### config.mk
export PLATFORM = sky130hd
export DESIGN_NAME = fcsm_ctrl
export DESIGN_NICKNAME = d
export VERILOG_FILES = /design/src/fcsm_ctrl.v /design/src/fcsm_sync.v
export VERILOG_INCLUDE_DIRS = /design/src
export SDC_FILE = /design/constraint.sdc
export NUM_CORES = 1
export LEC_CHECK = 0
export ABC_AREA = 1
export BUFFER_PORTS_ARGS = -buffer_cell sky130_fd_sc_hd__clkbuf_2
export CORE_ASPECT_RATIO = 1.1
export CORE_MARGIN = 2
export CORE_UTILIZATION = 50
export DETAILED_ROUTE_END_ITERATION = 8
export PLACE_DENSITY = 0.84
export SYNTH_ARGS = -nofsm -noshare
export SYNTH_HDL_FRONTEND = slang
export SYNTH_SLANG_ARGS = --single-unit
### constraint.sdc
create_clock -name clk_in -period 2.65 [get_ports clk_in]
set_input_delay 0.1325 -clock clk_in [delete_from_list [all_inputs] [get_ports clk_in]]
set_output_delay 0.1325 -clock clk_in [all_outputs]
set_load 0.01 [all_outputs]
### src/fcsm_regs.vh
// register map, command bytes and timing figures of the flash command controller
`ifndef FCSM_REGS_VH
`define FCSM_REGS_VH

// ----------------------------------------------------------------------------
// apb register offsets (byte addresses, one word each)
// ----------------------------------------------------------------------------
`define FCSM_REG_CTRL 8'h00
`define FCSM_REG_STATUS 8'h04
`define FCSM_REG_ADDR 8'h08
`define FCSM_REG_WDATA 8'h0C
`define FCSM_REG_RDATA 8'h10

// ----------------------------------------------------------------------------
// field positions and reset values
// ----------------------------------------------------------------------------
`define FCSM_CTRL_OP_LSB 0
`define FCSM_CTRL_OP_MSB 2
`define FCSM_ST_BUSY 0
`define FCSM_ST_DONE 1
`define FCSM_ST_FAIL 2
`define FCSM_ST_REFUSED 3
`define FCSM_ST_BYPASS 4
`define FCSM_ST_AUTOSEL 5
`define FCSM_ADDR_RESET 17'h00000
`define FCSM_WDATA_RESET 8'h00

// ----------------------------------------------------------------------------
// operation codes written to the control register
// ----------------------------------------------------------------------------
`define FCSM_OP_RESET 3'h0
`define FCSM_OP_AUTOSEL 3'h1
`define FCSM_OP_PROGRAM 3'h2
`define FCSM_OP_BYP_ENTER 3'h3
`define FCSM_OP_BYP_PROGRAM 3'h4
`define FCSM_OP_BYP_EXIT 3'h5
`define FCSM_OP_CHIP_ERASE 3'h6
`define FCSM_OP_READ 3'h7

// ----------------------------------------------------------------------------
// device bus cycle addresses and data bytes
// ----------------------------------------------------------------------------
`define FCSM_UNLOCK_ADDR1 17'h00555
`define FCSM_UNLOCK_ADDR2 17'h002AA
`define FCSM_DONT_CARE_ADDR 17'h00000
`define FCSM_UNLOCK_DATA1 8'hAA
`define FCSM_UNLOCK_DATA2 8'h55
`define FCSM_CMD_RESET 8'hF0
`define FCSM_CMD_AUTOSEL 8'h90
`define FCSM_CMD_PROGRAM 8'hA0
`define FCSM_CMD_BYPASS 8'h20
`define FCSM_CMD_BYP_EXIT1 8'h90
`define FCSM_CMD_BYP_EXIT2 8'h00
`define FCSM_CMD_ERASE_SETUP 8'h80
`define FCSM_CMD_CHIP_ERASE 8'h10

// ----------------------------------------------------------------------------
// status bit positions on the byte data lines
// ----------------------------------------------------------------------------
`define FCSM_DQ_TOGGLE 6
`define FCSM_DQ_FAIL 5

// ----------------------------------------------------------------------------
// timing figures
// ----------------------------------------------------------------------------
`define FCSM_CLK_MHZ 40
`define FCSM_T_WP_NS 35
`define FCSM_T_WPH_NS 30
`define FCSM_T_ACC_NS 100
`define FCSM_SYNC_STAGES 2

`endif

### src/fcsm_ctrl.v
// host controller that issues flash command sequences over the parallel pins
//
// Our own choices: the register offsets and the APB interface to the registers.
`timescale 1ns/1ps
`default_nettype none
`include "fcsm_regs.vh"

// How it works
// - autoselect is left only by a reset write, back to read-array.
// - failure flag high during program or erase: host writes a reset.
// - autoselect: two unlocks plus command, then reads at any address repeatedly.
// - byte program: two unlocks, setup command, then address and data.
// - commands during programming are ignored; reissue after completion.
// - bypass entry: two unlocks then data 20h.
// - bypass program: A0h then address and data, repeated per byte.
// - bypass exit: 90h then 00h, address ignored, back to read-array.
// - chip erase: two unlocks, setup, two unlocks, erase command.
module fcsm_ctrl (
   // clock and reset
   input wire clk_in,
   input wire resetn_in,
   // apb slave
   input wire psel_in,
   input wire penable_in,
   input wire pwrite_in,
   input wire [7:0] paddr_in,
   input wire [31:0] pwdata_in,
   output wire [31:0] prdata_out,
   output wire pready_out,
   output wire pslverr_out,
   // flash pins
   output wire [16:0] flash_addr_out,
   output wire flash_ce_n_out,
   output wire flash_we_n_out,
   output wire flash_oe_n_out,
   input wire [7:0] byte_data_lines_in,
   output wire [7:0] byte_data_lines_out,
   output wire byte_data_lines_oe_n_out
);

   // ---------------------------------------------------------------------------
   // timing counts
   // ---------------------------------------------------------------------------
   localparam [31:0] WP_CYC = (`FCSM_T_WP_NS * `FCSM_CLK_MHZ + 999) / 1000;
   localparam [31:0] WPH_CYC = (`FCSM_T_WPH_NS * `FCSM_CLK_MHZ + 999) / 1000;
   localparam [31:0] RD_CYC = (`FCSM_T_ACC_NS * `FCSM_CLK_MHZ + 999) / 1000
      + `FCSM_SYNC_STAGES;

   // bus cycle states
   localparam [2:0] S_IDLE = 3'h0;
   localparam [2:0] S_WSET = 3'h1;
   localparam [2:0] S_WLOW = 3'h2;
   localparam [2:0] S_WHIGH = 3'h3;
   localparam [2:0] S_RSET = 3'h4;
   localparam [2:0] S_RLOW = 3'h5;

   // ---------------------------------------------------------------------------
   // registers
   // ---------------------------------------------------------------------------
   reg [2:0] state_q;
   reg [2:0] op_q;
   reg [2:0] step_q;
   reg [3:0] cnt_q;
   reg busy_q;
   reg done_q;
   reg fail_q;
   reg refused_q;
   reg bypass_q;
   reg autosel_q;
   reg polling_q;
   reg have_prev_q;
   reg fail_pend_q;
   reg [7:0] prev_q;
   reg [16:0] addr_reg_q;
   reg [7:0] wdata_reg_q;
   reg [7:0] rdata_q;
   reg [31:0] prdata_q;
   reg [16:0] flash_addr_q;
   reg [7:0] dout_q;
   reg ce_n_q;
   reg we_n_q;
   reg oe_n_q;
   reg drive_q;

   wire [7:0] dq_sync;
   reg [2:0] seq_last;
   reg [16:0] seq_addr;
   reg [7:0] seq_data;
   reg op_ok;
   reg mapped;
   reg [31:0] rd_mux;

   wire wr_access = psel_in & penable_in & pwrite_in;
   wire setup_phase = psel_in & ~penable_in;
   wire [2:0] new_op = pwdata_in[`FCSM_CTRL_OP_MSB:`FCSM_CTRL_OP_LSB];
   wire ctrl_wr = wr_access & (paddr_in == `FCSM_REG_CTRL);
   wire last_step = (step_q == seq_last);
   wire polls = (op_q == `FCSM_OP_PROGRAM) | (op_q == `FCSM_OP_BYP_PROGRAM) |
      (op_q == `FCSM_OP_CHIP_ERASE);

   // ---------------------------------------------------------------------------
   // data line synchroniser
   // ---------------------------------------------------------------------------
   fcsm_sync #(
      .W(8)
   ) u_dq_sync (
      .clk_in(clk_in),
      .resetn_in(resetn_in),
      .d_in(byte_data_lines_in),
      .q_out(dq_sync)
   );

   // ---------------------------------------------------------------------------
   // command sequence tables
   // ---------------------------------------------------------------------------
   // bus cycles of each operation, address and data per step
   always @* begin
      seq_last = 3'h0;
      seq_addr = `FCSM_DONT_CARE_ADDR;
      seq_data = `FCSM_CMD_RESET;
      case (op_q)
         `FCSM_OP_RESET: begin
            seq_last = 3'h0;
         end
         `FCSM_OP_AUTOSEL, `FCSM_OP_PROGRAM, `FCSM_OP_BYP_ENTER: begin
            seq_last = (op_q == `FCSM_OP_PROGRAM) ? 3'h3 : 3'h2;
            case (step_q)
               3'h0: begin
                  seq_addr = `FCSM_UNLOCK_ADDR1;
                  seq_data = `FCSM_UNLOCK_DATA1;
               end
               3'h1: begin
                  seq_addr = `FCSM_UNLOCK_ADDR2;
                  seq_data = `FCSM_UNLOCK_DATA2;
               end
               3'h2: begin
                  seq_addr = `FCSM_UNLOCK_ADDR1;
                  if (op_q == `FCSM_OP_AUTOSEL) begin
                     seq_data = `FCSM_CMD_AUTOSEL;
                  end else if (op_q == `FCSM_OP_PROGRAM) begin
                     seq_data = `FCSM_CMD_PROGRAM;
                  end else begin
                     seq_data = `FCSM_CMD_BYPASS;
                  end
               end
               default: begin
                  seq_addr = addr_reg_q;
                  seq_data = wdata_reg_q;
               end
            endcase
         end
         `FCSM_OP_BYP_PROGRAM: begin
            seq_last = 3'h1;
            if (step_q == 3'h0) begin
               seq_data = `FCSM_CMD_PROGRAM;
            end else begin
               seq_addr = addr_reg_q;
               seq_data = wdata_reg_q;
            end
         end
         `FCSM_OP_BYP_EXIT: begin
            seq_last = 3'h1;
            seq_data = (step_q == 3'h0) ? `FCSM_CMD_BYP_EXIT1 : `FCSM_CMD_BYP_EXIT2;
         end
         `FCSM_OP_CHIP_ERASE: begin
            seq_last = 3'h5;
            case (step_q)
               3'h0, 3'h3: begin
                  seq_addr = `FCSM_UNLOCK_ADDR1;
                  seq_data = `FCSM_UNLOCK_DATA1;
               end
               3'h1, 3'h4: begin
                  seq_addr = `FCSM_UNLOCK_ADDR2;
                  seq_data = `FCSM_UNLOCK_DATA2;
               end
               3'h2: begin
                  seq_addr = `FCSM_UNLOCK_ADDR1;
                  seq_data = `FCSM_CMD_ERASE_SETUP;
               end
               default: begin
                  seq_addr = `FCSM_UNLOCK_ADDR1;
                  seq_data = `FCSM_CMD_CHIP_ERASE;
               end
            endcase
         end
         default: begin
            seq_last = 3'h0;
         end
      endcase
   end

   // which operations the device will take in its present mode
   always @* begin
      if (bypass_q) begin
         op_ok = (new_op == `FCSM_OP_BYP_PROGRAM) | (new_op == `FCSM_OP_BYP_EXIT) |
            (new_op == `FCSM_OP_READ);
      end else if (autosel_q) begin
         op_ok = (new_op == `FCSM_OP_RESET) | (new_op == `FCSM_OP_READ);
      end else begin
         op_ok = (new_op != `FCSM_OP_BYP_PROGRAM) & (new_op != `FCSM_OP_BYP_EXIT);
      end
   end

   // ---------------------------------------------------------------------------
   // apb register file
   // ---------------------------------------------------------------------------
   // read mux, sampled in the setup cycle so read data comes from a flop
   always @* begin
      mapped = 1'b1;
      rd_mux = 32'h00000000;
      case (paddr_in)
         `FCSM_REG_CTRL: rd_mux = {29'h00000000, op_q};
         `FCSM_REG_STATUS: begin
            rd_mux[`FCSM_ST_BUSY] = busy_q;
            rd_mux[`FCSM_ST_DONE] = done_q;
            rd_mux[`FCSM_ST_FAIL] = fail_q;
            rd_mux[`FCSM_ST_REFUSED] = refused_q;
            rd_mux[`FCSM_ST_BYPASS] = bypass_q;
            rd_mux[`FCSM_ST_AUTOSEL] = autosel_q;
         end
         `FCSM_REG_ADDR: rd_mux = {15'h0000, addr_reg_q};
         `FCSM_REG_WDATA: rd_mux = {24'h000000, wdata_reg_q};
         `FCSM_REG_RDATA: rd_mux = {24'h000000, rdata_q};
         default: mapped = 1'b0;
      endcase
   end

   // zero wait states: the access phase always completes
   assign pready_out = psel_in & penable_in;
   assign pslverr_out = psel_in & penable_in & ~mapped;
   assign prdata_out = prdata_q;

   always @(posedge clk_in or negedge resetn_in) begin
      if (!resetn_in) begin
         prdata_q <= 32'h00000000;
         addr_reg_q <= `FCSM_ADDR_RESET;
         wdata_reg_q <= `FCSM_WDATA_RESET;
      end else begin
         if (setup_phase) begin
            prdata_q <= rd_mux;
         end
         // operands are frozen while a sequence runs, so table lookups stay stable
         if (wr_access & ~busy_q & (paddr_in == `FCSM_REG_ADDR)) begin
            addr_reg_q <= pwdata_in[16:0];
         end
         if (wr_access & ~busy_q & (paddr_in == `FCSM_REG_WDATA)) begin
            wdata_reg_q <= pwdata_in[7:0];
         end
      end
   end

   // ---------------------------------------------------------------------------
   // bus cycle engine
   // ---------------------------------------------------------------------------
   // strobes idle high from reset so no write is seen at power-up
   always @(posedge clk_in or negedge resetn_in) begin
      if (!resetn_in) begin
         state_q <= S_IDLE;
         op_q <= `FCSM_OP_RESET;
         step_q <= 3'h0;
         cnt_q <= 4'h0;
         busy_q <= 1'b0;
         done_q <= 1'b0;
         fail_q <= 1'b0;
         refused_q <= 1'b0;
         bypass_q <= 1'b0;
         autosel_q <= 1'b0;
         polling_q <= 1'b0;
         have_prev_q <= 1'b0;
         fail_pend_q <= 1'b0;
         prev_q <= 8'h00;
         rdata_q <= 8'h00;
         flash_addr_q <= 17'h00000;
         dout_q <= 8'h00;
         ce_n_q <= 1'b1;
         we_n_q <= 1'b1;
         oe_n_q <= 1'b1;
         drive_q <= 1'b0;
      end else begin
         // a start while busy is dropped but flagged
         if (ctrl_wr & busy_q) begin
            refused_q <= 1'b1;
         end
         case (state_q)
            S_IDLE: begin
               if (ctrl_wr) begin
                  if (busy_q | ~op_ok) begin
                     refused_q <= 1'b1;
                  end else begin
                     op_q <= new_op;
                     step_q <= 3'h0;
                     busy_q <= 1'b1;
                     done_q <= 1'b0;
                     fail_q <= 1'b0;
                     refused_q <= 1'b0;
                     polling_q <= 1'b0;
                     state_q <= (new_op == `FCSM_OP_READ) ? S_RSET : S_WSET;
                  end
               end
            end
            S_WSET: begin
               // address settles before the strobes fall
               flash_addr_q <= seq_addr;
               dout_q <= seq_data;
               drive_q <= 1'b1;
               state_q <= S_WLOW;
               cnt_q <= WP_CYC[3:0];
            end
            S_WLOW: begin
               ce_n_q <= 1'b0;
               we_n_q <= 1'b0;
               if (cnt_q == 4'h1) begin
                  state_q <= S_WHIGH;
                  cnt_q <= WPH_CYC[3:0];
               end else begin
                  cnt_q <= cnt_q - 4'h1;
               end
            end
            S_WHIGH: begin
               // both strobes rise while data is still driven
               ce_n_q <= 1'b1;
               we_n_q <= 1'b1;
               if (cnt_q == 4'h1) begin
                  drive_q <= 1'b0;
                  if (!last_step) begin
                     step_q <= step_q + 3'h1;
                     state_q <= S_WSET;
                  end else if (polls) begin
                     // wait for completion before releasing the host
                     polling_q <= 1'b1;
                     have_prev_q <= 1'b0;
                     fail_pend_q <= 1'b0;
                     state_q <= S_RSET;
                  end else begin
                     busy_q <= 1'b0;
                     done_q <= 1'b1;
                     state_q <= S_IDLE;
                     if (op_q == `FCSM_OP_RESET) begin
                        bypass_q <= 1'b0;
                        autosel_q <= 1'b0;
                     end
                     if (op_q == `FCSM_OP_AUTOSEL) begin
                        autosel_q <= 1'b1;
                     end
                     if (op_q == `FCSM_OP_BYP_ENTER) begin
                        bypass_q <= 1'b1;
                     end
                     if (op_q == `FCSM_OP_BYP_EXIT) begin
                        bypass_q <= 1'b0;
                     end
                  end
               end else begin
                  cnt_q <= cnt_q - 4'h1;
               end
            end
            S_RSET: begin
               // autoselect reads use the user address as is
               flash_addr_q <= polling_q ? flash_addr_q : addr_reg_q;
               state_q <= S_RLOW;
               // strobes rise in the count's last cycle: one more keeps access plus sync time
               cnt_q <= RD_CYC[3:0] + 4'h1;
            end
            S_RLOW: begin
               ce_n_q <= 1'b0;
               oe_n_q <= 1'b0;
               if (cnt_q == 4'h1) begin
                  ce_n_q <= 1'b1;
                  oe_n_q <= 1'b1;
                  if (!polling_q) begin
                     rdata_q <= dq_sync;
                     busy_q <= 1'b0;
                     done_q <= 1'b1;
                     state_q <= S_IDLE;
                  end else if (!have_prev_q) begin
                     prev_q <= dq_sync;
                     have_prev_q <= 1'b1;
                     state_q <= S_RSET;
                  end else if (prev_q[`FCSM_DQ_TOGGLE] == dq_sync[`FCSM_DQ_TOGGLE]) begin
                     // toggle bit stopped: back in read-array
                     rdata_q <= dq_sync;
                     polling_q <= 1'b0;
                     busy_q <= 1'b0;
                     done_q <= 1'b1;
                     state_q <= S_IDLE;
                  end else if (fail_pend_q) begin
                     // still toggling after the fail flag: force a reset
                     fail_q <= 1'b1;
                     polling_q <= 1'b0;
                     bypass_q <= 1'b0;
                     op_q <= `FCSM_OP_RESET;
                     step_q <= 3'h0;
                     state_q <= S_WSET;
                  end else begin
                     // one more read, compared with this one, decides a flagged failure
                     fail_pend_q <= dq_sync[`FCSM_DQ_FAIL];
                     prev_q <= dq_sync;
                     state_q <= S_RSET;
                  end
               end else begin
                  cnt_q <= cnt_q - 4'h1;
               end
            end
            default: begin
               state_q <= S_IDLE;
            end
         endcase
      end
   end

   // ---------------------------------------------------------------------------
   // pin outputs
   // ---------------------------------------------------------------------------
   assign flash_addr_out = flash_addr_q;
   assign flash_ce_n_out = ce_n_q;
   assign flash_we_n_out = we_n_q;
   assign flash_oe_n_out = oe_n_q;
   assign byte_data_lines_out = dout_q;
   assign byte_data_lines_oe_n_out = ~drive_q;

endmodule
`default_nettype wire

### src/fcsm_sync.v
// two flip-flop synchroniser for the byte data lines
`timescale 1ns/1ps
`default_nettype none

module fcsm_sync #(
   parameter W = 8
) (
   // clock and reset
   input wire clk_in,
   input wire resetn_in,
   // asynchronous level in, synchronised level out
   input wire [W-1:0] d_in,
   output wire [W-1:0] q_out
);

   reg [W-1:0] meta_q;
   reg [W-1:0] sync_q;

   // first stage feeds only the second stage
   always @(posedge clk_in or negedge resetn_in) begin
      if (!resetn_in) begin
         meta_q <= {W{1'b0}};
         sync_q <= {W{1'b0}};
      end else begin
         meta_q <= d_in;
         sync_q <= meta_q;
      end
   end

   assign q_out = sync_q;

endmodule
`default_nettype wire

== Word-level counts from Yosys, hierarchy flattened ==
Cells that the tools add are included.
Storage, ports and cells
  logic and storage cells: 258
  bits in registers: 139
  output and inout port bits: 63
Cells by class
  reduce and logical (&&, ||, !) cells: 35
  equality and inequality tests: 49
  add/subtract/negate cells: 2
  bitwise gates (word level): 22
  multiplexer cells: 124
Operators with widths (count)
  3-bit two-way mux: 23
  17-bit case mux with 2 select lines: 2
  1-bit two-way mux: 63
  8-bit two-way mux: 7
  17-bit case mux with 3 select lines: 1
  8-bit case mux with 3 select lines: 2
  17-bit two-way mux: 2
  2-bit != test (second input constant): 17
  11-bit case mux with 3 select lines: 1
  8-bit case mux with 4 select lines: 1
  6-bit case mux with 5 select lines: 1
  3-bit == test (second input constant): 9
  7-bit two-way mux: 3
  10-bit AND reduction: 2
  3-bit by 2-bit == test with 1-bit output (second input constant): 6
  3-bit case mux with 3 select lines: 2
  3-bit case mux with 6 select lines: 1
  8-bit by 4-bit == test with 1-bit output (second input constant): 2
  4-bit case mux with 4 select lines: 1
  8-bit AND reduction: 2
  5-bit AND reduction: 3
  3-bit logical NOT: 4
  3-bit != test (second input constant): 4
  1-bit case mux with 2 select lines: 6
  other kinds (29): 67

== Depth between registers and ports, before layout ==
Gate-level depths: netlist (run 1).
  word-level depth: 9
  gate-level depth with buffers: 12

== Modules after synthesis ==
A second synthesis (run 1) with hierarchy kept.
Unflattened totals
  cells, all modules: 750
  area, all modules: 5934.4 um^2
By module, submodules not included
  fcsm_ctrl: sequential area each 2556.2 um^2, cells an instance 734, instances 1, area an instance 5534.1 um^2
  fcsm_sync: sequential area each 400.4 um^2, cells an instance 16, instances 1, area an instance 400.4 um^2

== Worst setup path before layout (run 1) ==
Ideal clock, no wire load.
  kind: register to register
  start: register step_q[0]
  end: register flash_addr_q[0], in the netlist flash_addr_out[0]
  required time: 2530 ps
  setup slack: 971 ps
  period minus slack after synthesis: 1679 ps
  arrival: 1558 ps
  cell stages (with the launch flop): 10
  cell sequence: dfrtp_1 -> inv_1 -> ha_1 -> nand2_1 -> inv_1 -> nor2_2 -> nor3b_1 -> o21ai_0 -> nand2_1 -> a21oi_1
On the way
  cells in the longest elaborated chain, start to end: 5
  elaborated cells between the ends (all ways): 11
  classes of those cells: 3 x eq/ne; 5 x mux; 3 x reduce/logical
Ends and longest elaborated chain
  from (decl): RTL line fcsm_ctrl.v:62  | reg [2:0] step_q;
  from (signal assigned): RTL line fcsm_ctrl.v:326  | step_q <= step_q + 3'h1;
  3-bit by 2-bit == test with 1-bit output (tied with other cells): RTL line fcsm_ctrl.v:127  | case (step_q)
  2-bit OR reduction, on equally long branches
  17-bit case mux with 2 select lines / 11-bit two-way mux (equally long branches): RTL line fcsm_ctrl.v:127, fcsm_ctrl.v:167
  17-bit case mux with 3 select lines *: RTL line fcsm_ctrl.v:121  | case (op_q)
  17-bit case mux with 2 select lines *: RTL line fcsm_ctrl.v:284  | case (state_q)
  to (signal assigned): RTL line fcsm_ctrl.v:303  | flash_addr_q <= seq_addr;
  to (signal assigned): RTL line fcsm_ctrl.v:358  | flash_addr_q <= polling_q ? flash_addr_q : addr_reg_q;
  to (decl): RTL line fcsm_ctrl.v:78  | reg [16:0] flash_addr_q;
Mark *: on every way between the ends. The rest lies on a longest branch, timed or not.
A chain may end at the register's enable or synchronous reset.

== Final worst setup path (run 1) ==
  start: register step_q[1]
  end: register dout_q[2], in the netlist byte_data_lines_out[2]
On the way
  cells in the longest elaborated chain, start to end: 4
  elaborated cells between the ends (all ways): 11
  classes of those cells: 4 x eq/ne; 4 x mux; 3 x reduce/logical
Ends and longest elaborated chain
  3-bit by 1-bit == test with 1-bit output (tied with other cells): RTL line fcsm_ctrl.v:127, fcsm_ctrl.v:167
  2-bit OR reduction: RTL line fcsm_ctrl.v:167  | case (step_q)
  8-bit case mux with 3 select lines: RTL line fcsm_ctrl.v:167
  8-bit case mux with 4 select lines *: RTL line fcsm_ctrl.v:121
  to (signal assigned): RTL line fcsm_ctrl.v:304  | dout_q <= seq_data;
  to (decl): RTL line fcsm_ctrl.v:79  | reg [7:0] dout_q;
Marks and branches as above.

==> results of run 1 <==
-- flip-flops by register name (all words and copies together), names as in the netlist, 4 cells and up --
register             cells
byte_data_lines_out      8
prdata_out              17
rdata_q                  8
flash_addr_out          17
addr_reg_q              17
u_dq_sync.q_out          8
wdata_reg_q              8
cnt_q                    4
u_dq_sync.meta_q         8
-- area by class of cell --
type | count | area (um^2)
clock buffer | 20 | 447
tap | 150 | 188
timing repair buffer | 115 | 716
clock inverter | 12 | 130
fill | 968 | 4290
inverter | 88 | 330
multi-input combinational | 505 | 2490
sequential | 118 | 2960
-- kinds of logic after synthesis --
logic type | after synthesis | share of synthesized area [%]
multiplexers | 12 | 2.28
buffers and inverters | 121 | 9.07
AO/OA/AOI/OAI | 156 | 14.3
AND/OR/NAND/NOR | 311 | 22.4
other | 1 | 0.0632
flip-flops | 118 | 49.9
XOR/XNOR | 4 | 0.591
adder cells (fa/ha/maj) | 7 | 1.48
-- per-layer routing --
metal	vias up	GRT usage (%)	part of all wire [%]
li1	2570	-	-
met1	2513	33.1	41
met2	246	41.5	49
met3	34	5.46	6.9
met4	0	9.46	2.4
met5	-	0	0
-- through the flow --
| stage | std cells | worst slack, ns | total power, mW |
|---|---|---|---|
| 3_5_place_dp | 956 | 0.632 | 2.90 |
| 2_1_floorplan | 744 | 0.971 | 2.62 |
| 6_report | 1008 | 0.589 | 5.14 |
| 4_1_cts | 1008 | 0.602 | 5.15 |
| 5_1_grt | 1008 | 0.232 | 5.39 |
| 3_3_place_gp | 956 | 0.682 | 2.88 |
-- path summary, 6_finish.rpt --
| path | cells after the start | endpoint | startpoint |
|---|---|---|---|
| setup / recovery | 10 | byte_data_lines_out[2] | step_q[1] |
| hold / removal | 3 | addr_reg_q[5] | pwdata_in[5] |
| min in group asynchronous | 2 | prdata_out[10] | resetn_in |
| max in group asynchronous | 3 | flash_we_n_out | resetn_in |
| hold reg to reg | 0 | u_dq_sync.q_out[7] | u_dq_sync.meta_q[7] |
| setup reg to reg | 10 | byte_data_lines_out[2] | step_q[1] |
-- report_power, final --
group	leakage (nW)	internal (mW)	switching (mW)
Combinational	1.87	0.309	0.525
Clock	0.280	1.40	0.839
Sequential	1.53	1.96	0.104
Total	3.68	3.68	1.47
-- cells in the final DEF, fill, tap and decap left out, types with 3 or more instances in the layout --
master / n
clkinv_4: 4
o21ai_0: 89
o31ai_1: 4
mux2_2: 12
nand2_2: 6
dlygate4sd3_1: 20
o22ai_1: 5
a21oi_1: 37
nand3_1: 40
conb_1: 15
inv_1: 84
dfstp_2: 3
clkinv_2: 4
buf_4: 10
inv_2: 4
nor2_2: 4
nand2_1: 170
dfrtp_1: 115
nand4_1: 4
ha_1: 7
clkbuf_2: 84
nor2_1: 74
o211ai_1: 4
o21ai_1: 4
clkbuf_16: 17
o22a_1: 3
a31oi_1: 4
-- synth_stat cells, types with 2 or more instances --
cell type  instances  area share, %
o211ai_1           4           0.51
inv_2              4           0.25
a31oi_1            4           0.42
or2_2              2           0.21
a21oi_1           37            3.1
nand2_1          170             11
inv_1             84            5.3
xnor2_1            2           0.30
ha_1               7            1.5
buf_4             18            2.3
clkbuf_1           7           0.44
nand2_2            6           0.63
dfstp_2            3            1.3
nand3_1           40            3.4
nor2_2             4           0.42
o22a_1             3           0.44
dfrtp_1          115             49
o21ai_1            4           0.34
nor3_1             2           0.17
mux2_2            12            2.3
xor2_1             2           0.30
buf_2              7           0.59
nand4_1            4           0.42
o31ai_1            4           0.51
nor2_1            74            4.7
o22ai_1            5           0.53
o21ai_0           89            7.5
-- worst max-delay path, cell delays in order (launching register included) --
cell     delay [ns]
dfrtp_1        0.44
inv_1          0.11
ha_1           0.21
nand2_1        0.11
inv_1          0.08
a21oi_1        0.20
nor2_1         0.11
nor2_1         0.27
o21ai_0        0.16
a21oi_1        0.15
o21ai_0        0.09
==> load_flow_metrics.sql, run 1 <==
INSERT INTO impl_metrics (metric_group, metric, value, unit) VALUES
('logic_synthesis', 'count_of_state_elements_after_synthesis', '118', ''),
('route', 'route.detailed.vias_per_inst', '5.32', ''),
('min_path', 'min_path_type', 'primary input to flop', ''),
('floorplan', 'floorplan.die_area', '12700', 'um^2'),
('clock_tree', 'post_cts.repair.setup_buffers', '0', ''),
('route', 'routed-via-count', '5363', ''),
('clock_tree', 'clkSlewWorstSetupHoldPaths', '0.05', 'ns'),
('placement', 'placement.io_buffers', '85', ''),
('logic_synthesis', 'synth_cell_types', '44', ''),
('sta', 'post_route_clock_skew', '0.00809', 'ns'),
('floorplan', 'number_of_i_o_pins', '116', ''),
('sta', 'maxSlewViolCount', '0', ''),
('placement', 'dp_hpwl', '10.8', 'mm'),
('sta', 'final.hold.worst_slack', '0.0130', 'ns'),
('clock_tree', 'maximum_clock_path_buffer_count', '2', ''),
('clock_tree', 'cts-resized-gates', '0', ''),
('logic_synthesis', 'ys_async_sr_fraction', '100', '%'),
('route', 'drt_iter0_markers', '476', ''),
('clock_tree', 'cts_buffers', '17', ''),
('final_layout', 'area.growth.synth_to_final', '22.3', '%'),
('sta', 'timing_worst_slew_pin_value', '0.724', 'ns'),
('worst_setup_path', 'timing.setup.critical_path_class', 'flop to flop', ''),
('floorplan', 'floorplan.initialDensity', '51.4', '%'),
('clock_tree', 'cts_root_buffer', 'clkbuf_16', ''),
('route', 'detailedRoute.firstPassIterationCount', '5', ''),
('clock_tree', 'clock-sinks', '118', ''),
('logic_synthesis', 'ys.flop_type', 'dfrtp_1', ''),
('floorplan', 'std_cell_rows', '41', ''),
('outcome', 'status', 'completed', ''),
('sta', 'layout_worst_path_cycle_share', '77.8', '%'),
('route', 'routed_wire_length_per_instance', '15.2', 'um'),
('worst_setup_path', 'startpoint_type', 'flop', ''),
('clock_tree', 'clock_latency', '0.42', 'ns'),
('pwr', 'max-vdd-ir-drop', '359', 'uV'),
('route', 'antenna_violating_nets_post_route', '0', ''),
('grt', 'gr-usage-all-layers', '25.4', '%'),
('sta', 'timing_limited_maximum_frequency', '485', 'MHz'),
('floorplan', 'design.core.area', '11500', 'um^2'),
('floorplan', 'die_height', '118', 'um'),
('sta', 'timing_hold_violations_final', '0', ''),
('worst_setup_path', 'worst_ep_required', '2.94', 'ns'),
('grt', 'first_pass_grt_wire_length', '25.0', 'mm'),
('clock_tree', 'htreeDepth', '4', ''),
('route', 'drt_drc_violations_left', '0', ''),
('worst_setup_path', 'maximum_fanout_along_the_worst_path', '6', ''),
('sta', 'final.setup.tns', '0', 'ns'),
('logic_synthesis', 'syn-mean-instance-area', '8.12', 'um^2'),
('sta', 'slew-limit-headroom', '51.6', '%'),
('logic_synthesis', 'seq_area_frac_synth', '49.9', '%'),
('pwr', 'leakagePower', '3.68', 'nW'),
('final_layout', 'antenna-diode-count', '0', ''),
('final_layout', 'finish.utilization', '62.9', '%'),
('worst_setup_path', 'register_to_register_setup_slack', '0.59', 'ns'),
('route', 'totalWireLength', '15.3', 'mm'),
('logic_synthesis', 'synth_cells', '730', ''),
('flow_run', 'maxCapViolCount', '0', ''),
('logic_synthesis', 'synth_edf_count', '0', ''),
('final_layout', 'layout.nets', '905', ''),
('final_layout', 'final_cell_area', '7260', 'um^2'),
('placement', 'gp_routability_congestion', '0.911', ''),
('clock_tree', 'hold_buffers', '20', ''),
('grt', 'grt_antenna_before_repair', '0', ''),
('logic_synthesis', 'yosysWarningCount', '0', ''),
('floorplan', 'die_w', '108', 'um'),
('worst_setup_path', 'worst-endpoint-arrival', '2.35', 'ns'),
('logic_synthesis', 'synth.cell_area', '5930', 'um^2'),
('grt', 'grt_pass1_vias', '5055', ''),
('clock_tree', 'cts_tree', 'done', ''),
('worst_setup_path', 'setup.worst_path.end_class', 'flop', ''),
('grt', 'gr-total-overflow', '0', ''),
('final_layout', 'post_route_cells_drive_above_1_share', '19.1', '%'),
('sta', 'grt_setup_unrepaired', 'no', ''),
('placement', 'postPlaceCellArea', '6480', 'um^2'),
('sta', 'final_critical_path_time_including_i_o_delays_and_setup', '2.06', 'ns'),
('grt', 'maximum_number_of_pins_on_one_net_before_global_route_repair', '51', ''),
('pwr', 'power_density', '709', 'nW/um^2'),
('sta', 'finalSetupViolCount', '0', '');
No activity file was read; power rests on OpenSTA's default activity.
==> run 2, diff against run 1 <==
--- a/config.mk
+++ b/config.mk
@@ -6,13 +6,13 @@
 export SDC_FILE = /design/constraint.sdc
 export NUM_CORES = 1
 export LEC_CHECK = 0
-export ABC_AREA = 1
+export ABC_AREA = 0
 export BUFFER_PORTS_ARGS = -buffer_cell sky130_fd_sc_hd__clkbuf_2
 export CORE_ASPECT_RATIO = 1.1
 export CORE_MARGIN = 2
 export CORE_UTILIZATION = 50
 export DETAILED_ROUTE_END_ITERATION = 8
-export PLACE_DENSITY = 0.84
+export PLACE_DENSITY = 0.87
 export SYNTH_ARGS = -nofsm -noshare
 export SYNTH_HDL_FRONTEND = slang
 export SYNTH_SLANG_ARGS = --single-unit
==> constraint.sdc (replaced) <==
create_clock -name clk_in -period 1.73 [get_ports clk_in]
set_input_delay 0.0865 -clock clk_in [delete_from_list [all_inputs] [get_ports clk_in]]
set_output_delay 0.0865 -clock clk_in [all_outputs]
set_load 0.01 [all_outputs]
==> run 2 against run 1 <==
  * The flow now finishes with violations (setup timing)
  * Setup slack lost 0.96 ns
  * Sequential power grew 60%
  * Utilization grew 15 points
  * Flip-flop and latch count is the same
  * Design area grew 25%
  * Critical path type unchanged
  * Critical endpoint is now autosel_q
  * Largest cell class is now multi-input gates
==> load_flow_metrics.sql, run 2 <==
INSERT INTO impl_metrics (metric_group, metric, value, unit) VALUES
('logic_synthesis', 'ys_async_sr_fraction', '100', '%'),
('final_layout', 'most_frequent_cells_in_the_layout', 'dfrtp_1, buf_4, clkbuf_2, nand2_1, nor2_1', ''),
('outcome', 'violations_in_the_final_reports', 'setup timing', ''),
('logic_synthesis', 'synth.largest_area_cell', 'dfrtp_1', ''),
('floorplan', 'design.core.area', '11500', 'um^2'),
('sta', 'maxSlewViolCount', '0', ''),
('route', 'drt_iter0_markers', '949', ''),
('sta', 'final.setup.tns', '-9.70', 'ns'),
('grt', 'gr-total-overflow', '0', ''),
('route', 'routed_wire_length_per_instance', '26.2', 'um'),
('route', 'detailedRoute.firstPassIterationCount', '7', ''),
('grt', 'grt_antenna_before_repair', '1', ''),
('placement', 'placement.io_buffers', '85', ''),
('placement', 'dp_hpwl', '13.0', 'mm'),
('worst_setup_path', 'startpoint_type', 'flop', ''),
('worst_setup_path', 'worst-endpoint-arrival', '2.40', 'ns'),
('worst_setup_path', 'timing.critical_path.slowest_stage_cell', 'a311oi_4', ''),
('sta', 'slew-limit-headroom', '60.7', '%'),
('route', 'route.detailed.vias_per_inst', '6.85', ''),
('route', 'routed-via-count', '6614', ''),
('sta', 'layout_worst_path_cycle_share', '122', '%'),
('floorplan', 'std_cell_rows', '41', ''),
('logic_synthesis', 'synth_area_leaders', 'dfrtp_1, nand2_1, mux2_2', ''),
('placement', 'dpl.cell_count', '881', ''),
('worst_setup_path', 'slowest_cell_delay_on_critical_path', '0.43', 'ns'),
('sta', 'finalWorstSetupSlack', '-0.373', 'ns'),
('placement', 'gp_routability_congestion', '0.985', ''),
('logic_synthesis', 'synth_simple_gate_area_share', '16.1', '%'),
('sta', 'timing_hold_violations_final', '0', ''),
('sta', 'grt_setup_unrepaired', 'yes', ''),
('logic_synthesis', 'synthMostInstantiatedCell', 'dfrtp_1', ''),
('worst_setup_path', 'critical_path.n_buffers_inverters', '1', ''),
('floorplan', 'die_height', '118', 'um'),
('grt', 'gr-usage-all-layers', '34.1', '%'),
('logic_synthesis', 'synthXorXnorAreaFrac', '0.590', '%'),
('flow_run', 'maxCapViolCount', '0', ''),
('floorplan', 'die_w', '108', 'um'),
('pwr', 'max-vdd-ir-drop', '787', 'uV'),
('final_layout', 'post_route_cells_drive_above_1_share', '47.5', '%'),
('clock_tree', 'clkSlewWorstSetupHoldPaths', '0.06', 'ns'),
('final_layout', 'layout.nets', '861', ''),
('clock_tree', 'clock_latency', '0.42', 'ns'),
('final_layout', 'area.growth.synth_to_final', '52.2', '%'),
('min_path', 'min_path_type', 'primary input to flop', ''),
('route', 'drt_drc_violations_left', '0', ''),
('logic_synthesis', 'compound_gate_portion_of_the_synthesized_area', '18.9', '%'),
('floorplan', 'floorplan.initialDensity', '51.4', '%'),
('worst_setup_path', 'path_cells', 'buf_6, nand3b_1, a311oi_4, nor3_2, nor4_2, mux2_1', ''),
('grt', 'first_pass_grt_wire_length', '33.2', 'mm'),
('sta', 'post_route_clock_skew', '0.0118', 'ns'),
('outcome', 'status', 'complete, but fails checks', ''),
('logic_synthesis', 'syn-mean-instance-area', '10.2', 'um^2'),
('worst_setup_path', 'cp_top_family', 'simple AND/OR/NAND/NOR gates', ''),
('floorplan', 'floorplan.die_area', '12800', 'um^2'),
('clock_tree', 'cts_buffers', '17', ''),
('logic_synthesis', 'mux_share_of_post_synthesis_cell_area', '7.53', '%'),
('sta', 'final_critical_path_time_including_i_o_delays_and_setup', '2.10', 'ns'),
('logic_synthesis', 'synth_cells', '581', ''),
('final_layout', 'filler_cell_count', '594', ''),
('sta', 'timing_worst_slew_pin_value', '0.584', 'ns'),
('final_layout', 'mostFrequentLayoutCell', 'dfrtp_1', ''),
('grt', 'maximum_number_of_pins_on_one_net_before_global_route_repair', '41', ''),
('logic_synthesis', 'synth_top_family_by_area', 'compound AO/OA/AOI/OAI gates', ''),
('grt', 'grt_pass1_vias', '6142', ''),
('logic_synthesis', 'synth.cell_area', '5940', 'um^2'),
('clock_tree', 'maximum_clock_path_buffer_count', '2', ''),
('worst_setup_path', 'timing.setup.critical_path_class', 'flop to flop', ''),
('logic_synthesis', 'synthAdderAreaFrac', '1.48', '%'),
('clock_tree', 'cts_root_buffer', 'clkbuf_16', ''),
('clock_tree', 'cts_tree', 'done', ''),
('route', 'totalWireLength', '25.3', 'mm'),
('pwr', 'leakagePower', '4.19', 'nW'),
('route', 'antenna_violating_nets_post_route', '0', ''),
('clock_tree', 'clock-sinks', '118', ''),
('pwr', 'power_density', '1070', 'nW/um^2'),
('floorplan', 'number_of_i_o_pins', '116', ''),
('worst_setup_path', 'maximum_fanout_along_the_worst_path', '4', ''),
('logic_synthesis', 'yosysWarningCount', '0', ''),
('clock_tree', 'htreeDepth', '4', ''),
('sta', 'timing_limited_maximum_frequency', '475', 'MHz'),
('final_layout', 'final-instance-count-excl-fill', '965', ''),
('logic_synthesis', 'ys.flop_type', 'dfrtp_1', ''),
('logic_synthesis', 'count_of_state_elements_after_synthesis', '118', ''),
('logic_synthesis', 'seq_area_frac_synth', '49.8', '%'),
('logic_synthesis', 'synth_edf_count', '0', ''),
('worst_setup_path', 'setup.worst_path.end_class', 'flop', ''),
('logic_synthesis', 'synthTopCellsByCount', 'dfrtp_1, nand2_1, nor2_1', ''),
('sta', 'finalSetupViolCount', '76', ''),
('logic_synthesis', 'synth_cell_types', '75', ''),
('worst_setup_path', 'worst_ep_required', '2.03', 'ns'),
('logic_synthesis', 'synth_top_cell_area_share', '48.5', '%');
run 2: path summary, 6_finish.rpt:
check / endpoint / cells after the start / slack (ns) / from
min in group asynchronous: u_dq_sync.meta_q[7] / 2 / 0.17 / resetn_in
worst max register to register: autosel_q / 6 / -0.37 / op_q[1]
worst min-delay path: op_q[0] / 3 / 0.09 / pwdata_in[0]
worst min register to register: u_dq_sync.q_out[5] / 0 / 0.35 / u_dq_sync.meta_q[5]
worst max-delay path: autosel_q / 6 / -0.37 / op_q[1]
max in group asynchronous: flash_oe_n_out / 3 / 0.88 / resetn_in
run 2: layout make-up:
type                    count  area (um^2)  area share (%)
clock buffers              18          429            4.75
inverters                  19         78.8           0.873
multi-input cells         409         3430            38.0
flip-flops and latches    118         2970            32.8
diodes                      1         2.50          0.0277
repair buffers            236         1820            20.1
well taps                 150          188            2.08
clock inverters            14          125            1.39
run 2: routing by layer:
layer	part of all wire (%)	global-route usage, %	vias to the layer above
li1	-	-	2550
met2	46	54.6	691
met1	33	41.5	3120
met4	9.9	19.6	0
met3	12	8.71	253
met5	0	0	-
run 2: cell families (layout without fill, tap and decap cells):
family,Yosys count,after routing
simple gates,184,184
compound gates,162,162
flops,118,118
buf+inv,68,287
mux,37,37
fa+ha+maj,7,7
xor+xnor,4,4
other cells,1,16
run 2: power breakdown:
part / switching (mW) / total (mW) / internal (mW)
combinational: 1.60 / 2.92 / 1.33
sequential: 0.259 / 3.32 / 3.06
clock: 1.45 / 3.43 / 1.98
run 2: worst min-delay path: stages:
cell      delay, ns
clkbuf_2       0.19
nand2_1        0.12
nand2_1        0.07
run 2: what timing repair did:
action	in CTS	in global routing
hold buffers	24	0
buffers inserted	10	22
pin swaps	13	34
setup endpoints to repair	47	75
hold endpoints to repair	60	0
gates resized for setup	39	133
gates cloned	0	1
run 2: stage by stage:
stage | setup WS, ns | utilization [%] | instance area (um^2) | total power, mW | hold slack (ns)
2_1_floorplan | -0.181 | - | 6140 | 4.46 | -0.209
3_3_place_gp | -0.234 | 62.8 | 7250 | 5.32 | 0.0762
3_5_place_dp | -0.350 | 62.8 | 7250 | 5.41 | 0.0764
4_1_cts | -0.243 | 71.9 | 8290 | 8.99 | 0.0420
5_1_grt | -0.417 | 78.3 | 9030 | 9.92 | 0.0690
6_report | -0.373 | 78.3 | 9030 | 9.68 | 0.0921
